`config.mk`:
```
export PLATFORM = sky130hd
export DESIGN_NAME = fec_top
export DESIGN_NICKNAME = d
export VERILOG_FILES = /design/src/fec_pkg.sv /design/src/fec_timer.sv /design/src/fec_top.sv
export SDC_FILE = /design/constraint.sdc
export NUM_CORES = 1
export LEC_CHECK = 0
export ABC_AREA = 1
export CAP_MARGIN = 20
export CORE_MARGIN = 5
export CORE_UTILIZATION = 63
export DETAILED_ROUTE_END_ITERATION = 8
export DONT_BUFFER_PORTS = 1
export PLACE_DENSITY = 0.82
export SETUP_SLACK_MARGIN = 0.1
export SLEW_MARGIN = 20
export SYNTH_ARGS = -nofsm -noshare
export SYNTH_HDL_FRONTEND = slang
export SYNTH_SLANG_ARGS = --single-unit
```
`constraint.sdc`:
```
create_clock -name CORE_CLK_IN -period 2.1 [get_ports CORE_CLK_IN]
set_input_delay 0 -clock CORE_CLK_IN [delete_from_list [all_inputs] [get_ports CORE_CLK_IN]]
set_output_delay 0 -clock CORE_CLK_IN [all_outputs]
set_load 0.02 [all_outputs]
```
`src/fec_pkg.sv`:
```
// Purpose: Constants and types for the flash erase controller
// Assumes: 8-bit command bytes, 512-byte pages, 64 KB array
// Notes:   Timing counts derived from the 250 MHz core clock
// What this block does
// [RULE1] Programmer programs byte at most twice per erase
// [RULE2] Page erase sets one 512-byte page FFH
// [RULE3] Erased page taken from page-select at command
// [RULE4] Unlocked command 95H starts page erase
// [RULE5] Core idles during erase, clock keeps running
// [RULE6] Debugger polls status for page erase end
// [RULE7] Page erase completion relocks controller
// [RULE8] Unlocked command 63H starts whole-array erase
// [RULE9] Whole-array erase sets every byte FFH
// [RULE10] Debugger polls status for mass erase end
// [RULE11] Mass erase completion relocks controller
// [RULE12] Bypass routes raw flash controls to pins
// [RULE13] Bypass still allows page and mass erase; code refuses 95H and 63H commands in bypass, erase only via pin strobes
// [RULE14] Status busy from command until erase done
package fec_pkg;
	localparam logic [7:0] CMD_PAGE_ERASE = 8'h95;
	localparam logic [7:0] CMD_MASS_ERASE = 8'h63;
	localparam logic [7:0] ERASED_BYTE    = 8'hff;
	localparam int         PAGE_BYTES     = 512;
	localparam int         PAGE_BITS      = 7;
	localparam int         OFFS_BITS      = 9;
	localparam int         CLK_MHZ        = 250;
	localparam int         PAGE_ERASE_US  = 10;
	localparam int         MASS_ERASE_US  = 200;
	localparam int         PAGE_ERASE_CYC = PAGE_ERASE_US * CLK_MHZ;
	localparam int         MASS_ERASE_CYC = MASS_ERASE_US * CLK_MHZ;
	localparam int         CNT_BITS       = 16;
	localparam logic [7:0] PAGE_SEL_RESET = 8'h00;
	localparam logic [1:0] STAT_IDLE      = 2'h0;
	localparam logic [1:0] STAT_PAGE      = 2'h1;
	localparam logic [1:0] STAT_MASS      = 2'h2;
	typedef enum logic [1:0] {
		FEC_IDLE,
		FEC_PAGE,
		FEC_MASS,
		FEC_DONE
	} fec_state_t;
endpackage

```
`src/fec_timer.sv`:
```
// Purpose: Erase duration counter
// Assumes: Load pulse only when idle
// Notes:   Done is a one-cycle pulse when the count expires
`timescale 1ns/1ns
module fec_timer #(
	parameter int WIDTH = 16
) (
	// Clock and reset
	input  wire logic             clk_in,
	input  wire logic             rst_n_in,
	// Control
	input  wire logic             load_in,
	input  wire logic [WIDTH-1:0] count_in,
	output logic                  done_out
);
	logic [WIDTH-1:0] count;
	logic [WIDTH-1:0] next_count;
	logic             running;
	logic             next_running;
	logic             done;
	logic             next_done;

	always_comb begin
		next_count   = count;
		next_running = running;
		next_done    = 1'b0;
		if (load_in) begin
			next_count   = count_in;
			next_running = 1'b1;
		end else if (running) begin
			if (count <= {{(WIDTH-1){1'b0}}, 1'b1}) begin
				next_running = 1'b0;
				next_done    = 1'b1;
			end else begin
				next_count = count - {{(WIDTH-1){1'b0}}, 1'b1};
			end
		end
	end

	always_ff @(posedge clk_in) begin
		if (!rst_n_in) begin
			count   <= '0;
			running <= 1'b0;
			done    <= 1'b0;
		end else begin
			count   <= next_count;
			running <= next_running;
			done    <= next_done;
		end
	end

	assign done_out = done;
endmodule

```
`src/fec_top.sv`:
```
// Purpose: Flash page and mass erase sequencer with bypass
// Assumes: Unlock logic lives outside; UNLOCKED_IN shows its state
// Notes:   Array erases by asserting page or mass strobes until done
`timescale 1ns/1ns
module fec_top #(
	parameter int PAGE_CYCLES = fec_pkg::PAGE_ERASE_CYC,
	parameter int MASS_CYCLES = fec_pkg::MASS_ERASE_CYC
) (
	// Clock and reset
	input  wire logic                           CORE_CLK_IN,
	input  wire logic                           RST_N_IN,
	// Control from processor or debugger
	input  wire logic                           UNLOCKED_IN,
	input  wire logic                           CMD_WR_IN,
	input  wire logic [7:0]                     CMD_DATA_IN,
	input  wire logic                           PAGE_WR_IN,
	input  wire logic [7:0]                     PAGE_DATA_IN,
	// Status
	output logic [7:0]                          PAGE_SEL_OUT,
	output logic [1:0]                          STATUS_OUT,
	output logic                                BUSY_OUT,
	output logic                                RELOCK_OUT,
	output logic                                CPU_IDLE_OUT,
	// Bypass
	input  wire logic                           BYPASS_IN,
	input  wire logic                           PIN_PAGE_ERASE_IN,
	input  wire logic                           PIN_MASS_ERASE_IN,
	input  wire logic [fec_pkg::PAGE_BITS-1:0]  PIN_PAGE_IN,
	// Flash array controls
	output logic                                ARR_PAGE_ERASE_OUT,
	output logic                                ARR_MASS_ERASE_OUT,
	output logic [fec_pkg::PAGE_BITS-1:0]       ARR_PAGE_OUT,
	output logic [7:0]                          ARR_FILL_OUT
);
	import fec_pkg::*;

	fec_state_t             state;
	fec_state_t             next_state;
	logic [7:0]             page_sel;
	logic [7:0]             next_page_sel;
	logic [PAGE_BITS-1:0]   erase_page;
	logic [PAGE_BITS-1:0]   next_erase_page;
	logic                   relock;
	logic                   next_relock;
	logic                   timer_load;
	logic [CNT_BITS-1:0]    timer_count;
	logic                   timer_done;

	function automatic logic is_cmd(input logic [7:0] data, input logic [7:0] code);
		is_cmd = (data == code);
	endfunction

	always_comb begin
		next_state      = state;
		next_page_sel   = page_sel;
		next_erase_page = erase_page;
		next_relock     = 1'b0;
		timer_load      = 1'b0;
		timer_count     = '0;
		if (PAGE_WR_IN && state == FEC_IDLE) begin
			next_page_sel = PAGE_DATA_IN;
		end
		case (state)
			FEC_IDLE: begin
				if (CMD_WR_IN && UNLOCKED_IN && !BYPASS_IN) begin
					if (is_cmd(CMD_DATA_IN, CMD_PAGE_ERASE)) begin // [RULE4]
						next_state      = FEC_PAGE;
						next_erase_page = page_sel[PAGE_BITS-1:0]; // [RULE3]
						timer_load      = 1'b1;
						timer_count     = CNT_BITS'(PAGE_CYCLES);
					end else if (is_cmd(CMD_DATA_IN, CMD_MASS_ERASE)) begin // [RULE8]
						next_state  = FEC_MASS;
						timer_load  = 1'b1;
						timer_count = CNT_BITS'(MASS_CYCLES);
					end
				end
			end
			FEC_PAGE, FEC_MASS: begin
				if (timer_done) begin
					next_state = FEC_DONE;
				end
			end
			FEC_DONE: begin
				next_relock = 1'b1; // [RULE7] [RULE11]
				next_state  = FEC_IDLE;
			end
			default: begin
				next_state = FEC_IDLE;
			end
		endcase
	end

	always_ff @(posedge CORE_CLK_IN) begin
		if (!RST_N_IN) begin
			state      <= FEC_IDLE;
			page_sel   <= PAGE_SEL_RESET;
			erase_page <= '0;
			relock     <= 1'b0;
		end else begin
			state      <= next_state;
			page_sel   <= next_page_sel;
			erase_page <= next_erase_page;
			relock     <= next_relock;
		end
	end

	fec_timer #(
		.WIDTH(CNT_BITS)
	) u_timer (
		.clk_in  (CORE_CLK_IN),
		.rst_n_in(RST_N_IN),
		.load_in (timer_load),
		.count_in(timer_count),
		.done_out(timer_done)
	);

	// Internal erase or raw pin drive of the array
	always_comb begin
		if (BYPASS_IN && state == FEC_IDLE) begin
			ARR_PAGE_ERASE_OUT = PIN_PAGE_ERASE_IN; // [RULE12] [RULE13]
			ARR_MASS_ERASE_OUT = PIN_MASS_ERASE_IN; // [RULE13]
			ARR_PAGE_OUT       = PIN_PAGE_IN; // [RULE12]
		end else begin
			ARR_PAGE_ERASE_OUT = (state == FEC_PAGE); // [RULE2]
			ARR_MASS_ERASE_OUT = (state == FEC_MASS); // [RULE9]
			ARR_PAGE_OUT       = erase_page; // [RULE2]
		end
	end

	assign ARR_FILL_OUT = ERASED_BYTE; // [RULE2] [RULE9]
	assign PAGE_SEL_OUT = page_sel;
	assign BUSY_OUT     = (state == FEC_PAGE) || (state == FEC_MASS); // [RULE14]
	assign CPU_IDLE_OUT = BUSY_OUT; // [RULE5]
	assign RELOCK_OUT   = relock;
	assign STATUS_OUT   = (state == FEC_PAGE) ? STAT_PAGE :
	                      (state == FEC_MASS) ? STAT_MASS : STAT_IDLE; // [RULE14] [RULE6] [RULE10]
endmodule

```
==> flow_metrics.py <==
metrics = {
    "run_status": {
        "status": "finished, final reports clean",
    },
    "final_layout": {
        "seq_area_um2": 721,
        "antenna_cells": 0,
        "drive_gt1_share_pct": 10.0,
        "multiInputGateArea_um2": 1210,
        "syn_to_final_growth_pct": 5.41,
        "layout_common_cells": "nand2_1 (62), nor2_1 (50), inv_1 (38)",
        "final_nets": 365,
        "final_cell_area_um2": 2290,
        "final_common_cell": "nand2_1",
        "final_cells": 375,
        "fill_cells": 290,
    },
    "sta": {
        "fmax_mhz": 529,
        "whs_ps": 47.8,
        "finalSetupViolCount": 0,
        "finalHoldViolations": 0,
        "drv_slew": 0,
        "worst_pin_slew_ps": 791,
        "skew_ps": 10.9,
        "rsz0062_at_grt": "false",
        "finalCriticalPeriod_ps": 1890,
        "fin_setup_tns_ps": 0,
        "finalCritPeriodShare_pct": 90.0,
        "max-slew-margin-rel_pct": 47.1,
    },
    "placement": {
        "gp_congestion": 0.953,
        "place_area_um2": 2140,
        "dp.cells": 358,
        "dp_hpwl_mm": 3.55,
        "portBuffers": 0,
    },
    "cts": {
        "clkTransAtPathRegs_ps": 130,
        "cts_tree": "yes",
        "cts_htree_levels": 2,
        "cts_buffer_depth": 2,
        "insertion_delay_ps": 350,
        "numCtsBuffers": 5,
        "clockRootBuffer": "clkbuf_4",
        "cts.sinks": 36,
    },
    "grt": {
        "antenna_found_initial": 0,
        "grt_use_total_pct": 22.7,
        "overflow": 0,
        "grt_max_degree": 27,
        "grt_pass1_vias": 1811,
        "grt_pass1_wl_mm": 8.11,
    },
    "synth": {
        "synthAdderAreaFrac_pct": 3.45,
        "muxShareOfSynthArea_pct": 4.66,
        "synthXorXnorAreaFrac_pct": 1.61,
        "synth_top_family_by_area": "simple AND/OR/NAND/NOR gates",
        "synth_cell_types": 31,
        "synth_seq_cells": 36,
        "yosysSeqAreaShare_pct": 33.1,
        "synth_top_area_share_pct": 33.1,
        "yosys.area_share.simple_pct": 33.1,
        "postSynthCellCount": 320,
        "syn_area_um2": 2180,
        "ys_warn_count": 0,
        "synthTopCellsByArea": "dfxtp_1 (33%), nand2_1 (11%), nor2_1 (8.6%)",
        "synth_area_per_cell_um2": 6.80,
        "synth_compound_area_share_pct": 11.6,
        "yosysTopAreaCell": "dfxtp_1",
    },
    "critical_path": {
        "rrSetupSlack_ps": 250,
        "crit_type": "register to primary output",
        "critPathRequiredTime_ps": 2100,
        "slowest_delay_ps": 450,
        "arrival_ps": 1890,
        "cpMaxStageDelayCell": "mux2_2",
        "cp-end-kind": "primary output",
        "crit_chain": "inv_1, ha_1, nand2_1, mux2_2",
        "crit_fanout": 9,
        "start_kind": "register",
    },
    "floorplan": {
        "ios": 61,
        "row_count": 21,
        "start_util_pct": 65.2,
        "die-area_um2": 4730,
        "coreArea_um2": 3340,
        "die_w_um": 68.8,
        "die_h_um": 68.8,
    },
    "routing": {
        "wire_per_inst_um": 13.1,
        "via_count": 2041,
        "drt-initial-drc-count": 130,
        "ant_nets": 0,
        "routed_wl_mm": 4.90,
        "via_per_inst": 5.44,
        "drtPass1Iterations": 5,
        "drc": 0,
    },
    "pwr": {
        "p_leak_nw": 1.10,
        "peakVddDrop_mv": 0.441,
        "power.density_nw_per_um2": 535,
        "power_mw": 1.23,
    },
    "hold_path": {
        "min_path_type": "primary input to register",
    },
    "job": {
        "drv_cap": 0,
    },
}
-- critical path, delay by kind of cell, from the launching register on --
family	cells	cell delay, ps
adders and majority gates	1	270
buffers and inverters	1	90
DFF	1	390
muxes	1	450
and+or+nand+nor	1	330
-- metrics by stage --
| step | setup slack, ps | util, % |
|---|---|---|
| final | 210 | 68.7 |
| after global routing | 100 | 68.7 |
| after CTS | 210 | 68.7 |
| after detailed placement | 287 | 64.2 |
| after global placement | 395 | 64.2 |
| after floorplan | 597 | - |
-- cell families (layout without fill, tap and decap cells) --
group	Yosys count	count (layout)
AO/OA/AOI/OAI	50	50
XOR/XNOR	4	4
adder cells (fa/ha/maj)	6	6
buffers and inverters	55	57
flip-flops	36	36
multiplexers	9	9
other	1	8
AND/OR/NAND/NOR	159	159
-- path summary, 6_finish.rpt --
kind,from,end,depth (start not counted)
hold reg to reg,u_timer.count[0],u_timer.count[0],2
setup reg to reg,state[0],u_timer.count[9],9
hold / removal,CMD_DATA_IN[6],u_timer.count[7],5
setup / recovery,state[0],ARR_MASS_ERASE_OUT,4
-- flip-flops by register name, summed over array words and instances (netlist names) --
| register | count |
|---|---|
| PAGE_SEL_OUT | 8 |
| RELOCK_OUT | 1 |
| erase_page | 7 |
| state | 2 |
| u_timer.count | 16 |
| u_timer.done_out | 1 |
| u_timer.running | 1 |
-- area by class of cell --
type / count / share of cell area (%)
repair buffers: 9 / 3.93
flip-flops and latches: 36 / 31.4
clock inverters: 3 / 1.04
well taps: 46 / 2.51
multi-input cells: 236 / 52.9
inverters: 40 / 6.55
clock buffers: 5 / 1.64
-- routing by layer --
metal | routed length, um | vias to the layer above | GRT usage (%) | share of wire, %
li1 | - | 1024 | - | -
met1 | 2060 | 926 | 28.2 | 42
met2 | 2400 | 81 | 39.2 | 49
met3 | 354 | 10 | 5.35 | 7.2
met4 | 85 | 0 | 6.33 | 1.7
met5 | 0 | - | 0 | 0
-- repair_timing --
| item | CTS | global route |
|---|---|---|
| hold buffers | 9 | 0 |
| endpoints found under the hold margin | 36 | 0 |
| endpoints found under the setup margin | 0 | 0 |
| resized for setup | 0 | 0 |
| buffers inserted | 0 | 0 |
-- synthesized netlist by cell type, drive strengths merged --
master  count
a21oi      26
buf        12
clkbuf      3
clkinv      1
conb        1
dfxtp      36
ha          6
inv        39
mux2        9
nand2      68
nand3      25
nand3b      1
nand4       3
nor2       56
nor3        4
nor3b       1
o21a        1
o21ai      23
or2         1
xnor2       1
xor2        3
-- where the power goes --
part,internal [mW],total [mW],leakage (nW),switching (mW)
sequential,0.695,0.717,0.292,0.0227
combinational,0.0373,0.109,0.779,0.0721
clock,0.132,0.401,0.0274,0.269
total,0.864,1.23,1.10,0.364
No activity file was read; power rests on OpenSTA's default activity.
